--- config.mk ---
export PLATFORM = sky130hd
export DESIGN_NAME = serial_link_config_regs
export DESIGN_NICKNAME = d
export VERILOG_FILES = /design/src/logic/link_cfg_pkg.sv /design/src/logic/reg_access_if.sv /design/src/logic/serial_link_config_regs.sv /design/src/logic/spi_reg_port.sv
export VERILOG_INCLUDE_DIRS = /design/src /design/src/logic
export SDC_FILE = /design/constraint.sdc
export NUM_CORES = 1
export LEC_CHECK = 0
export ABC_AREA = 1
export ABC_CLOCK_PERIOD_IN_PS = 20400
export BUFFER_PORTS_ARGS = -buffer_cell sky130_fd_sc_hd__buf_2
export CAP_MARGIN = 10
export CORE_UTILIZATION = 24
export DETAILED_ROUTE_END_ITERATION = 8
export HOLD_SLACK_MARGIN = 0.1
export PLACE_DENSITY = 0.44
export SYNTH_ARGS = -nofsm -noshare
export SYNTH_HDL_FRONTEND = slang
export SYNTH_HIERARCHICAL = 1
export SYNTH_SLANG_ARGS = --single-unit
--- constraint.sdc ---
create_clock -name clock -period 20.4 [get_ports clock]
set_input_delay 5.1 -clock clock [delete_from_list [all_inputs] [get_ports clock]]
set_output_delay 5.1 -clock clock [all_outputs]
set_load 0.05 [all_outputs]
--- src/logic/link_cfg_consts.svh ---
`ifndef LINK_CFG_CONSTS_SVH
`define LINK_CFG_CONSTS_SVH
// Behaviour
// - The multiframe length register holds frames per multiframe minus one and resets to 31.
// - In 64b/66b modes the stored length is ignored and frames per multiframe is 256*E/F.
// - Writing 0 to bit 0 of the sync request register asserts a sync request; reset is 1.
// - The software request always acts, but a low selected pin holds the request unless source 2.
// - Lane map bit 0 powers lanes 0 to 3 of both links and powers down the rest.
// - Lane map bit 1 powers lanes 4 to 7 of both links and powers down lanes 0 to 3.
// - Sync source bits 3:2 pick the sync pin (0), the timestamp pin with receiver on (1), or none (2).
// - Bit 1 picks offset binary (0) or two's complement (1, reset) samples.
// - Bit 0 enables 8b/10b scrambling, resets to 1, and only matters in 8b/10b modes.
// - In 64b/66b modes output data is always scrambled.
// - The five-bit test field picks normal data, PRBS, ramp, transport, or held-low/high outputs.
// - With the link disabled the link logic and multiframe counter are held in reset and lanes off.

// Register addresses on the serial port
`define ADDR_MULTIFRAME_LENGTH  15'h0202
`define ADDR_MANUAL_SYNC_REQ    15'h0203
`define ADDR_LINK_CONTROL       15'h0204
`define ADDR_LINK_TEST_CONTROL  15'h0205

// Reset values
`define RST_MULTIFRAME_LENGTH   8'h1F
`define RST_MANUAL_SYNC_REQ     8'h01
`define RST_LINK_CONTROL        8'h03
`define RST_LINK_TEST_CONTROL   8'h00

// Field positions
`define SOFT_SYNC_BIT           0
`define SCRAMBLER_BIT           0
`define SAMPLE_FORMAT_BIT       1
`define SYNC_SEL_LSB            2
`define SYNC_SEL_MSB            3
`define LANE_MAP_BIT            4
`define TEST_SEL_MSB            4

// Lane groups and 64b/66b multiframe numerator
`define LOWER_LANES             8'h0F
`define UPPER_LANES             8'hF0
`define EMB_FRAME_SCALE         12'h100

// Serial frame layout: 1 direction bit, 15 address bits, 8 data bits
`define SPI_HDR_LAST            5'h0F
`define SPI_FRAME_LAST          5'h17
`endif

--- src/logic/link_cfg_pkg.sv ---
package link_cfg_pkg;
  typedef enum logic [1:0] {
    SYNC_FROM_PIN    = 2'h0,
    SYNC_FROM_TSTAMP = 2'h1,
    SYNC_FROM_SOFT   = 2'h2
  } sync_src_t;

  typedef enum logic [4:0] {
    PAT_NORMAL    = 5'h00,
    PAT_PRBS7     = 5'h01,
    PAT_PRBS15    = 5'h02,
    PAT_PRBS23    = 5'h03,
    PAT_RAMP      = 5'h04,
    PAT_TRANSPORT = 5'h05,
    PAT_HOLD_LOW  = 5'h0A,
    PAT_HOLD_HIGH = 5'h0B,
    PAT_PRBS9     = 5'h0D,
    PAT_PRBS31    = 5'h0E
  } test_pat_t;

  typedef enum logic [2:0] {
    SPI_IDLE = 3'b001,
    SPI_HDR  = 3'b010,
    SPI_DATA = 3'b100
  } spi_state_t;
endpackage

--- src/logic/reg_access_if.sv ---
`timescale 1ns/1ps
interface reg_access_if;
  logic [14:0] addr;
  logic        wr_stb;
  logic [7:0]  wdata;
  logic [7:0]  rdata;

  modport master (output addr, output wr_stb, output wdata, input rdata);
  modport slave  (input addr, input wr_stb, input wdata, output rdata);
endinterface

--- src/logic/serial_link_config_regs.sv ---
`timescale 1ns/1ps
`include "link_cfg_consts.svh"
module serial_link_config_regs import link_cfg_pkg::*; (
  // Clock and reset
  input  wire logic  clock,
  input  wire logic  sys_rst,
  // Serial register port
  input  wire logic  spi_sclk,
  input  wire logic  spi_cs_n,
  input  wire logic  spi_sdi,
  output logic       spi_sdo_o,
  output logic       spi_sdo_oe,
  // Settings held by neighbouring registers
  input  wire logic  link_enable,
  input  wire logic  timestamp_receiver_enable,
  input  wire logic  mode_is_64b66b,
  input  wire logic  [2:0] mode_e,
  input  wire logic  [4:0] mode_f,
  // Sync pins, active low
  input  wire logic  sync_input_pin,
  input  wire logic  timestamp_input_pin,
  // Frame timing from the framer
  input  wire logic  frame_tick,
  // Link controls
  output logic       link_reset,
  output logic       serializer_clock_en,
  output logic [7:0] lane_power_a,
  output logic [7:0] lane_power_b,
  output logic       sync_request_n,
  output logic       sample_twos_complement,
  output logic       scramble_active,
  output logic [4:0] test_pattern_select,
  output logic       serial_hold_low,
  output logic       serial_hold_high,
  output logic [11:0] frames_per_multiframe_minus_one,
  output logic [11:0] multiframe_count,
  output logic       multiframe_boundary
);
  reg_access_if bus ();

  logic [7:0]  mfl_q;
  logic [7:0]  sync_reg_q;
  logic [7:0]  ctrl_q;
  logic [7:0]  test_q;
  logic [1:0]  sync_pin_s_q;
  logic [1:0]  tstamp_pin_s_q;
  logic        pin_sync_n;
  logic [11:0] k_emb;
  logic [11:0] k_m1_d;
  logic [11:0] k_m1_q;
  logic [11:0] mf_cnt_q;
  logic        mf_bnd_q;
  logic [4:0]  pat_d;

  function automatic logic hit(input logic [14:0] a, input logic [14:0] off);
    hit = bus.wr_stb && (a == off);
  endfunction

  spi_reg_port u_port (
    .clock      (clock),
    .sys_rst    (sys_rst),
    .spi_sclk   (spi_sclk),
    .spi_cs_n   (spi_cs_n),
    .spi_sdi    (spi_sdi),
    .spi_sdo_o  (spi_sdo_o),
    .spi_sdo_oe (spi_sdo_oe),
    .bus        (bus.master)
  );

  // Register storage, full byte kept so reserved bits read back
  always_ff @(posedge clock) begin
    if (sys_rst) begin
      mfl_q      <= `RST_MULTIFRAME_LENGTH;
      sync_reg_q <= `RST_MANUAL_SYNC_REQ;
      ctrl_q     <= `RST_LINK_CONTROL;
      test_q     <= `RST_LINK_TEST_CONTROL;
    end else begin
      // No interlock on link state: software owns the ordering
      if (hit(bus.addr, `ADDR_MULTIFRAME_LENGTH)) mfl_q <= bus.wdata;
      if (hit(bus.addr, `ADDR_MANUAL_SYNC_REQ)) sync_reg_q <= bus.wdata;
      if (hit(bus.addr, `ADDR_LINK_CONTROL)) ctrl_q <= bus.wdata;
      if (hit(bus.addr, `ADDR_LINK_TEST_CONTROL)) test_q <= bus.wdata;
    end
  end

  // Read mux; unmapped addresses read zero
  always_comb begin
    case (bus.addr)
      `ADDR_MULTIFRAME_LENGTH: bus.rdata = mfl_q;
      `ADDR_MANUAL_SYNC_REQ:   bus.rdata = sync_reg_q;
      `ADDR_LINK_CONTROL:      bus.rdata = ctrl_q;
      `ADDR_LINK_TEST_CONTROL: bus.rdata = test_q;
      default:                 bus.rdata = 8'h00;
    endcase
  end

  // Sync pins are asynchronous to the register clock
  always_ff @(posedge clock) begin
    if (sys_rst) begin
      sync_pin_s_q   <= 2'h3;
      tstamp_pin_s_q <= 2'h3;
    end else begin
      sync_pin_s_q   <= {sync_pin_s_q[0], sync_input_pin};
      tstamp_pin_s_q <= {tstamp_pin_s_q[0], timestamp_input_pin};
    end
  end

  // Pin source select; reserved code 3 behaves like software only
  always_comb begin
    case (ctrl_q[`SYNC_SEL_MSB:`SYNC_SEL_LSB])
      SYNC_FROM_PIN:    pin_sync_n = sync_pin_s_q[1];
      SYNC_FROM_TSTAMP: pin_sync_n = tstamp_pin_s_q[1] | ~timestamp_receiver_enable;
      SYNC_FROM_SOFT:   pin_sync_n = 1'b1;
      default:          pin_sync_n = 1'b1;
    endcase
  end

  // Either source can pull the request low; a stuck pin wins until source 2
  always_ff @(posedge clock) begin
    if (sys_rst) begin
      sync_request_n <= 1'b1;
    end else begin
      sync_request_n <= sync_reg_q[`SOFT_SYNC_BIT] & pin_sync_n;
    end
  end

  // Effective multiframe length; zero F guarded to avoid a divide fault
  assign k_emb = (mode_f == 5'h00) ? `EMB_FRAME_SCALE
                                   : (12'({mode_e, 8'h00}) / 12'(mode_f));
  assign k_m1_d = mode_is_64b66b ? (k_emb - 12'h001) : {4'h0, mfl_q};

  // Test pattern decode; unlisted codes pass through for the framer
  always_comb begin
    pat_d = test_q[`TEST_SEL_MSB:0];
  end

  // Link reset and serializer clock gate follow the enable one edge late
  always_ff @(posedge clock) begin
    if (sys_rst) begin
      link_reset          <= 1'b1;
      serializer_clock_en <= 1'b0;
    end else begin
      link_reset          <= ~link_enable;
      serializer_clock_en <= link_enable;
    end
  end

  // Lane power; the upper map is not checked against the lane count of the mode
  always_ff @(posedge clock) begin
    if (sys_rst) begin
      lane_power_a <= 8'h00;
      lane_power_b <= 8'h00;
    end else if (!link_enable) begin
      lane_power_a <= 8'h00;
      lane_power_b <= 8'h00;
    end else if (ctrl_q[`LANE_MAP_BIT]) begin
      lane_power_a <= `UPPER_LANES;
      lane_power_b <= `UPPER_LANES;
    end else begin
      lane_power_a <= `LOWER_LANES;
      lane_power_b <= `LOWER_LANES;
    end
  end

  // Sample format follows the register even while the link is off
  always_ff @(posedge clock) begin
    if (sys_rst) begin
      sample_twos_complement <= 1'b1;
    end else begin
      sample_twos_complement <= ctrl_q[`SAMPLE_FORMAT_BIT];
    end
  end

  // Scrambling; 64b/66b modes override the register bit
  always_ff @(posedge clock) begin
    if (sys_rst) begin
      scramble_active <= 1'b0;
    end else begin
      scramble_active <= link_enable & (mode_is_64b66b | ctrl_q[`SCRAMBLER_BIT]);
    end
  end

  // Test pattern code and the two held-level outputs
  always_ff @(posedge clock) begin
    if (sys_rst) begin
      test_pattern_select <= 5'h00;
      serial_hold_low     <= 1'b0;
      serial_hold_high    <= 1'b0;
    end else begin
      test_pattern_select <= pat_d;
      serial_hold_low     <= link_enable & (pat_d == PAT_HOLD_LOW);
      serial_hold_high    <= link_enable & (pat_d == PAT_HOLD_HIGH);
    end
  end

  // Registered length so the counter compares against a settled value
  always_ff @(posedge clock) begin
    if (sys_rst) begin
      k_m1_q <= {4'h0, `RST_MULTIFRAME_LENGTH};
    end else begin
      k_m1_q <= k_m1_d;
    end
  end

  // Multiframe counter, cleared and frozen while the link is off
  always_ff @(posedge clock) begin
    if (sys_rst) begin
      mf_cnt_q <= 12'h000;
      mf_bnd_q <= 1'b0;
    end else if (!link_enable) begin
      mf_cnt_q <= 12'h000;
      mf_bnd_q <= 1'b0;
    end else begin
      mf_bnd_q <= 1'b0;
      if (frame_tick) begin
        if (mf_cnt_q >= k_m1_q) begin
          mf_cnt_q <= 12'h000;
          mf_bnd_q <= 1'b1;
        end else begin
          mf_cnt_q <= mf_cnt_q + 12'h001;
        end
      end
    end
  end

  assign frames_per_multiframe_minus_one = k_m1_q;
  assign multiframe_count                = mf_cnt_q;
  assign multiframe_boundary             = mf_bnd_q;
endmodule

--- src/logic/spi_reg_port.sv ---
`timescale 1ns/1ps
`include "link_cfg_consts.svh"
module spi_reg_port import link_cfg_pkg::*; (
  // Clock and reset
  input  wire logic   clock,
  input  wire logic   sys_rst,
  // Serial port pins
  input  wire logic   spi_sclk,
  input  wire logic   spi_cs_n,
  input  wire logic   spi_sdi,
  output logic        spi_sdo_o,
  output logic        spi_sdo_oe,
  // Register access
  reg_access_if.master bus
);
  logic [2:0]  sclk_s_q;
  logic [1:0]  cs_n_s_q;
  logic [1:0]  sdi_s_q;
  spi_state_t  state_q;
  logic [4:0]  cnt_q;
  logic [15:0] shift_q;
  logic        read_q;
  logic        load_q;
  logic        pend_q;
  logic [7:0]  sdo_q;
  logic        sclk_rise;
  logic        sclk_fall;
  logic        sel;

  // Pins come from the host's clock; the edge detector reads stages 2 and 3 only
  always_ff @(posedge clock) begin
    if (sys_rst) begin
      sclk_s_q <= 3'h0;
      cs_n_s_q <= 2'h3;
      sdi_s_q  <= 2'h0;
    end else begin
      sclk_s_q <= {sclk_s_q[1:0], spi_sclk};
      cs_n_s_q <= {cs_n_s_q[0], spi_cs_n};
      sdi_s_q  <= {sdi_s_q[0], spi_sdi};
    end
  end

  assign sclk_rise = sclk_s_q[1] & ~sclk_s_q[2];
  assign sclk_fall = ~sclk_s_q[1] & sclk_s_q[2];
  assign sel       = ~cs_n_s_q[1];

  // Frame sequencer; deselect aborts any partial frame without a write
  always_ff @(posedge clock) begin
    if (sys_rst) begin
      state_q    <= SPI_IDLE;
      cnt_q      <= 5'h00;
      shift_q    <= 16'h0000;
      read_q     <= 1'b0;
      load_q     <= 1'b0;
      bus.addr   <= 15'h0000;
      bus.wr_stb <= 1'b0;
      bus.wdata  <= 8'h00;
    end else begin
      bus.wr_stb <= 1'b0;
      load_q     <= 1'b0;
      if (!sel) begin
        state_q <= SPI_IDLE;
      end else begin
        case (state_q)
          SPI_IDLE: begin
            state_q <= SPI_HDR;
            cnt_q   <= 5'h00;
          end
          SPI_HDR: begin
            if (sclk_rise) begin
              shift_q <= {shift_q[14:0], sdi_s_q[1]};
              cnt_q   <= cnt_q + 5'h01;
              if (cnt_q == `SPI_HDR_LAST) begin
                read_q   <= shift_q[14];
                bus.addr <= {shift_q[13:0], sdi_s_q[1]};
                load_q   <= shift_q[14];
                state_q  <= SPI_DATA;
              end
            end
          end
          SPI_DATA: begin
            if (sclk_rise) begin
              shift_q <= {shift_q[14:0], sdi_s_q[1]};
              cnt_q   <= cnt_q + 5'h01;
              if (cnt_q == `SPI_FRAME_LAST) begin
                bus.wr_stb <= ~read_q;
                bus.wdata  <= {shift_q[6:0], sdi_s_q[1]};
                state_q    <= SPI_IDLE;
              end
            end
          end
          default: state_q <= SPI_IDLE;
        endcase
      end
    end
  end

  // Read data loads a cycle after the address settles, shifts on falling edges
  always_ff @(posedge clock) begin
    if (sys_rst) begin
      sdo_q  <= 8'h00;
      pend_q <= 1'b0;
    end else if (load_q) begin
      sdo_q  <= bus.rdata;
      pend_q <= 1'b0;
    end else if (state_q == SPI_DATA && sclk_rise) begin
      pend_q <= 1'b1;
    end else if (pend_q && sclk_fall) begin
      sdo_q  <= {sdo_q[6:0], 1'b0};
      pend_q <= 1'b0;
    end
  end

  assign spi_sdo_o  = sdo_q[7];
  assign spi_sdo_oe = sel & read_q & (state_q == SPI_DATA);
endmodule
==> flow_metrics.env, run 1 <==
export IMPL_r2r_end="multiframe_count[10]"
export IMPL_synth_area_top_cells="dfxtp_1 (31%), nand2_1 (10%), ha_1 (7.9%), inv_1 (6.6%), nor2_1 (6.1%)"
export IMPL_synth_area_per_cell_sq_um=6.93
export IMPL_die_height_um=198
export IMPL_final_cell_count_no_fill=1924
export IMPL_place_hpwl_um=18700
export IMPL_clk_pin_slew_ns=0.06
export IMPL_drive_above_1_share_pct=17.8
export IMPL_holdCritStartpoint="u_port/cs_n_s_q[0]"
export IMPL_final_area_sq_um=10900
export IMPL_holdPathStages=1
export IMPL_tns_ns=0
export IMPL_initial_utilization_pct=24.4
export IMPL_htreeDepth=4
export IMPL_via_per_inst=4.42
export IMPL_hold_viol=0
export IMPL_r2r_start="multiframe_count[0]"
export IMPL_io_pins=74
export IMPL_hold_end="u_port/cs_n_s_q[1]"
export IMPL_synth_most_common_cell="nand2_1"
export IMPL_antenna_found_initial=1
export IMPL_synth_seq_area_share_pct=30.5
export IMPL_synth_net_count=1403
export IMPL_firstDrtPassIters=7
export IMPL_max_freq_mhz=52.5
export IMPL_synth_area_sq_um=9190
export IMPL_status="completed"
export IMPL_first_global_vias=7995
export IMPL_crit_fanout=11
export IMPL_crit_top_cell="nand2_1"
export IMPL_postRouteAntennaNets=0
export IMPL_reg2reg_depth=18
export IMPL_worst_pin_slew_ns=0.965
export IMPL_whs_ns=0.408
export IMPL_grt_use_met3_pct=2.34
export IMPL_routabilityCongestion=0.826
export IMPL_fin_nets=1478
export IMPL_coreArea_sq_um=37700
export IMPL_period_share_pct=93.4
export IMPL_slowest_stage="o21ai_0"
export IMPL_use_met2_pct=21.3
export IMPL_cts_buffer_depth=2
export IMPL_syn_to_final_growth_pct=18.1
export IMPL_clk_latency_ns=0.43
export IMPL_setup_viol=0
export IMPL_synth_edff_count=0
export IMPL_drc=0
export IMPL_row_count=71
export IMPL_drtIter0Drc=415
export IMPL_critPathRequiredTime_ns=20.69
export IMPL_ys_ff_latch=140
export IMPL_yosys_area_top_type="dfxtp_1"
export IMPL_ys_types=58
export IMPL_slowest_delay_ns=0.40
export IMPL_startpoint_type="input pin"
export IMPL_synthFlopType="dfxtp_1"
export IMPL_post_drt_wl_per_cell_um=12.9
export IMPL_skew_ns=0.0165
export IMPL_place_area_sq_um=10000
export IMPL_root_buffer="clkbuf_16"
export IMPL_end_kind="register"
export IMPL_dp_cells=1878
export IMPL_busiest_layer="met2"
export IMPL_drv_slew=0
export IMPL_synthCells=1325
export IMPL_grt_ovfl_total=0
export IMPL_synthTopCellsByCount="nand2_1 (253), inv_1 (161), nor2_1 (149), dfxtp_1 (140), nand3_1 (96)"
export IMPL_hold_class="register to register"
export IMPL_worst_slew_margin_rel_pct=35.4
export IMPL_fin_crit_ns=19.06
export IMPL_cts_tree="yes"
export IMPL_worst_setup_path_type="input pin to register"
export IMPL_clock_sinks=140
export IMPL_fill_cells=4224
export IMPL_yosys_warnings=6
export IMPL_grt_max_degree=55
export IMPL_postSynth_asyncResetShare_pct=0
export IMPL_grt_pass1_wl_um=40600
export IMPL_drv_cap=0
export IMPL_grt_util_met1_pct=17.4
export IMPL_arrival_ns=19.35
export IMPL_drt_wl_total_um=24800
export IMPL_r2r_setup_slack_ns=17.50
export IMPL_synth_top_area_share_pct=30.5
export IMPL_die_w_um=198
export IMPL_num_vias=8505
export IMPL_cts_made_buffers=17
export IMPL_dieArea_sq_um=39100
export IMPL_grtUsageTotal_pct=12.9
export IMPL_port_buffers=73
critical path: cells and delay by family:
family                   cells  cell delay (ns)
AO/OA/AOI/OAI               21             3.20
adder cells (fa/ha/maj)     13             3.70
AND/OR/NAND/NOR             59             5.83
buffers and inverters       15             1.50
what timing repair did:
action	CTS	global route
setup endpoints to repair	0	12
hold buffers	0	0
resized for setup	0	34
buffers inserted	0	14
area by class of cell:
| type | instances | area (sq um) | area share [%] |
|---|---|---|---|
| repair buffers | 102 | 583 | 5.37 |
| flip-flops and latches | 140 | 2800 | 25.8 |
| inverters | 185 | 702 | 6.47 |
| multi-input cells | 954 | 5550 | 51.2 |
| clock buffers | 20 | 457 | 4.21 |
| diodes | 1 | 2.50 | 0.0231 |
| clock inverters | 11 | 111 | 1.03 |
| well taps | 511 | 639 | 5.89 |
through the flow:
step           utilization, %  worst slack [ns]
3_3_place_gp             26.6             0.194
5_1_grt                  28.8            -0.105
2_1_floorplan               -              1.29
4_1_cts                  28.1             0.132
3_5_place_dp             26.6            -0.290
6_report                 28.8              1.34
routing by layer:
layer | vias up | routed length, um
met5 | - | 0
met4 | 0 | 333
met3 | 22 | 893
met2 | 128 | 11300
met1 | 3884 | 12300
li1 | 4471 | -
how the worst max path moves through the flow:
stage / from / endpoint / slack [ns]
CTS: mode_f[1] / frames_per_multiframe_minus_one[8] / 0.13
global route: mode_f[1] / frames_per_multiframe_minus_one[8] / -0.10
detailed placement: mode_f[1] / frames_per_multiframe_minus_one[8] / -0.29
floorplan: mode_f[0] / frames_per_multiframe_minus_one[8] / 1.29
finish: mode_f[1] / frames_per_multiframe_minus_one[8] / 1.34
global placement: mode_f[1] / frames_per_multiframe_minus_one[8] / 0.19
state kept, by name, indices dropped and copies added (netlist names), 3 cells and up:
name and cells:
u_port/bus.addr 15, u_port/shift_q 15, frames_per_multiframe_minus_one 12, multiframe_count 12
ctrl_q 8, mfl_q 8, sync_reg_q 8, test_q 8
u_port/bus.wdata 8, u_port/sdo_q 8, test_pattern_select 5, u_port/cnt_q 5
u_port/sclk_s_q 3, u_port/state_q 3
placed cells by master, fill, tap and decap left out, drive strengths merged, types with 2 or more instances in the layout:
cell type	instances
nand2	284
inv	182
nor2	160
dfxtp	140
nand3	113
buf	102
a21oi	93
o21ai	93
ha	58
xor2	25
nand4	23
clkbuf	20
xnor2	13
nor3	13
or2	11
clkinv	11
o221ai	9
a22oi	8
o21a	7
nor4	7
o21bai	6
o211ai	6
or3	4
a31oi	4
nand3b	3
a21boi	3
a211oi	2
o22ai	2
clkinvlp	2
cells by family after synthesis:
family          Yosys count  synth area share [%]
compound gates          236                  14.6
xor+xnor                 38                  3.70
fa+ha+maj                59                  8.12
buf+inv                 231                  10.6
flops                   140                  30.5
other cells               1                0.0408
simple gates            620                  32.5
Power of run 1 is not shown: default switching activity piles up to over one toggle a cycle in this logic, so the estimate is an artifact.
==> inputs of run 2 (changes only) <==
ABC_CLOCK_PERIOD_IN_PS = 18660   (was 20400)
clock period = 18.66 ns   (was 20.4 ns; I/O delays follow)
==> run 2 against run 1 <==
Against the previous run:
- hold slack improved by 0.0034 ns
- non-clock buffer count rose by 52
- sequential share of layout area fell by 1.1 points
- clock skew fell by 0.0097 ns
- first-iteration DRC count rose by 3.6%
- global-route usage barely moved
- critical path depth fell by 3
- final area rose by 4.3%
- cell count rose by 2.5%
- sequential cell count did not move
- critical endpoint unchanged
==> flow_metrics.env, run 2 (same netlist as run 1, synthesis figures left out) <==
export IMPL_port_buffers=73
export IMPL_syn_to_final_growth_pct=23.2
export IMPL_die_height_um=198
export IMPL_grt_use_met3_pct=2.49
export IMPL_path_delay_family="simple AND/OR/NAND/NOR gates"
export IMPL_crit_top_cell="nand2_1"
export IMPL_grt_pass1_wl_um=40800
export IMPL_coreArea_sq_um=37700
export IMPL_period_share_pct=93.7
export IMPL_grt_ovfl_total=0
export IMPL_grt_max_degree=55
export IMPL_grtUsageTotal_pct=13.0
export IMPL_final_common_cell="nand2_1"
export IMPL_busiest_layer="met2"
export IMPL_firstDrtPassIters=5
export IMPL_arrival_ns=17.77
export IMPL_dieArea_sq_um=39100
export IMPL_postRouteAntennaNets=0
export IMPL_cts_buffer_depth=2
export IMPL_grt_util_met1_pct=17.3
export IMPL_dp_cells=1922
export IMPL_fin_nets=1530
export IMPL_final_cell_count_no_fill=1972
export IMPL_row_count=71
export IMPL_final_cell_mix="nand2_1 (248), inv_1 (158), nor2_1 (147)"
export IMPL_antenna_found_initial=0
export IMPL_slowest_delay_ns=0.34
export IMPL_drive_above_1_share_pct=21.7
export IMPL_via_per_inst=4.41
export IMPL_first_global_vias=8097
export IMPL_clk_pin_slew_ns=0.06
export IMPL_crit_fanout=7
export IMPL_critPathRequiredTime_ns=18.95
export IMPL_worst_pin_slew_ns=0.955
export IMPL_clock_sinks=140
export IMPL_cts_made_buffers=17
export IMPL_htreeDepth=4
export IMPL_slowest_stage="ha_1"
export IMPL_reg_top3="u_port/bus.addr: 15 flops, u_port/shift_q: 15 flops"
export IMPL_use_met2_pct=21.7
export IMPL_drv_slew=0
export IMPL_io_pins=74
export IMPL_fin_crit_ns=17.48
export IMPL_max_freq_mhz=57.2
export IMPL_diodes=0
export IMPL_crit_buf_inv=17
export IMPL_worst_setup_path_type="input pin to register"
export IMPL_end_kind="register"
export IMPL_post_drt_wl_per_cell_um=12.7
export IMPL_hold_class="register to register"
export IMPL_setup_viol=0
export IMPL_routabilityCongestion=0.842
export IMPL_drv_cap=0
export IMPL_num_vias=8689
export IMPL_die_w_um=198
export IMPL_cts_tree="yes"
export IMPL_place_hpwl_um=18800
export IMPL_drc=0
export IMPL_skew_ns=0.00683
export IMPL_drt_wl_total_um=25000
export IMPL_initial_utilization_pct=24.4
export IMPL_hold_viol=0
export IMPL_clk_latency_ns=0.42
export IMPL_root_buffer="clkbuf_16"
export IMPL_status="completed"
export IMPL_worst_slew_margin_rel_pct=36.1
export IMPL_drtIter0Drc=430
export IMPL_startpoint_type="input pin"
[run 2: cell types whose count changed in the layout (fill, tap and decap cells not counted), moves of 4 or more]
cell      delta
a21oi_2      +4
clkinv_4     -5
o21ai_0      -7
o21ai_2      +4
buf_4       +50
a21oi_1      -4
[run 2: worst register-to-register path: stages (launching register included)]
cell	delay, ns
dfxtp_1	0.31
nor4_1	0.36
nand3_1	0.19
nor4_1	0.29
inv_1	0.10
nor2_1	0.45
inv_1	0.15
nor2_1	0.74
o21ai_0	0.18
a21oi_1	0.15
[run 2: path summary, 6_finish.rpt]
path / startpoint / endpoint / slack, ns / cells past startpoint
setup reg to reg: u_port/bus.addr[5] / sync_reg_q[1] / 15.69 / 9
hold / removal: sync_pin_s_q[0] / sync_pin_s_q[1] / 0.41 / 1
setup / recovery: mode_f[0] / frames_per_multiframe_minus_one[8] / 1.18 / 105
hold reg to reg: sync_pin_s_q[0] / sync_pin_s_q[1] / 0.41 / 1
[run 2: layer usage]
| metal | vias to the layer above | routed length, um |
|---|---|---|
| li1 | 4580 | - |
| met1 | 3998 | 12600 |
| met2 | 96 | 11500 |
| met3 | 15 | 671 |
| met4 | 0 | 217 |
| met5 | - | 0 |
[run 2: repair_timing]
action                                  4_1_cts  5_1_grt
endpoints found under the setup margin        2       12
resized for setup                             2       59
hold endpoints to repair                      0        0
hold buffers                                  0        0
pin swaps                                     0       28
setup buffers                                 0       22
[run 2: per-stage QoR]
step / instance area, sq um / setup TNS [ns] / setup WS (ns) / hold slack [ns] / utilization, %
after global routing: 11300 / -0.277 / -0.168 / 0.424 / 30.0
after detailed placement: 10400 / -1.33 / -0.491 / 0.401 / 27.6
after global placement: 10400 / 0 / 0.0188 / 0.395 / 27.6
final: 11300 / 0 / 1.18 / 0.411 / 30.0
after CTS: 10900 / 0 / 0.0138 / 0.416 / 29.0
after floorplan: 9190 / 0 / 0.0496 / 0.388 / -
[run 2: area by class of cell]
| class | count | area, sq um |
|---|---|---|
| Fill cell | 4164 | 26300 |
| Multi-Input combinational cell | 954 | 5640 |
| Sequential cell | 140 | 2800 |
| Timing Repair Buffer | 154 | 990 |
| Inverter | 185 | 701 |
| Tap cell | 511 | 639 |
| Clock buffer | 23 | 488 |
| Clock inverter | 5 | 61.3 |
Power of run 2 is left out for the same reason.
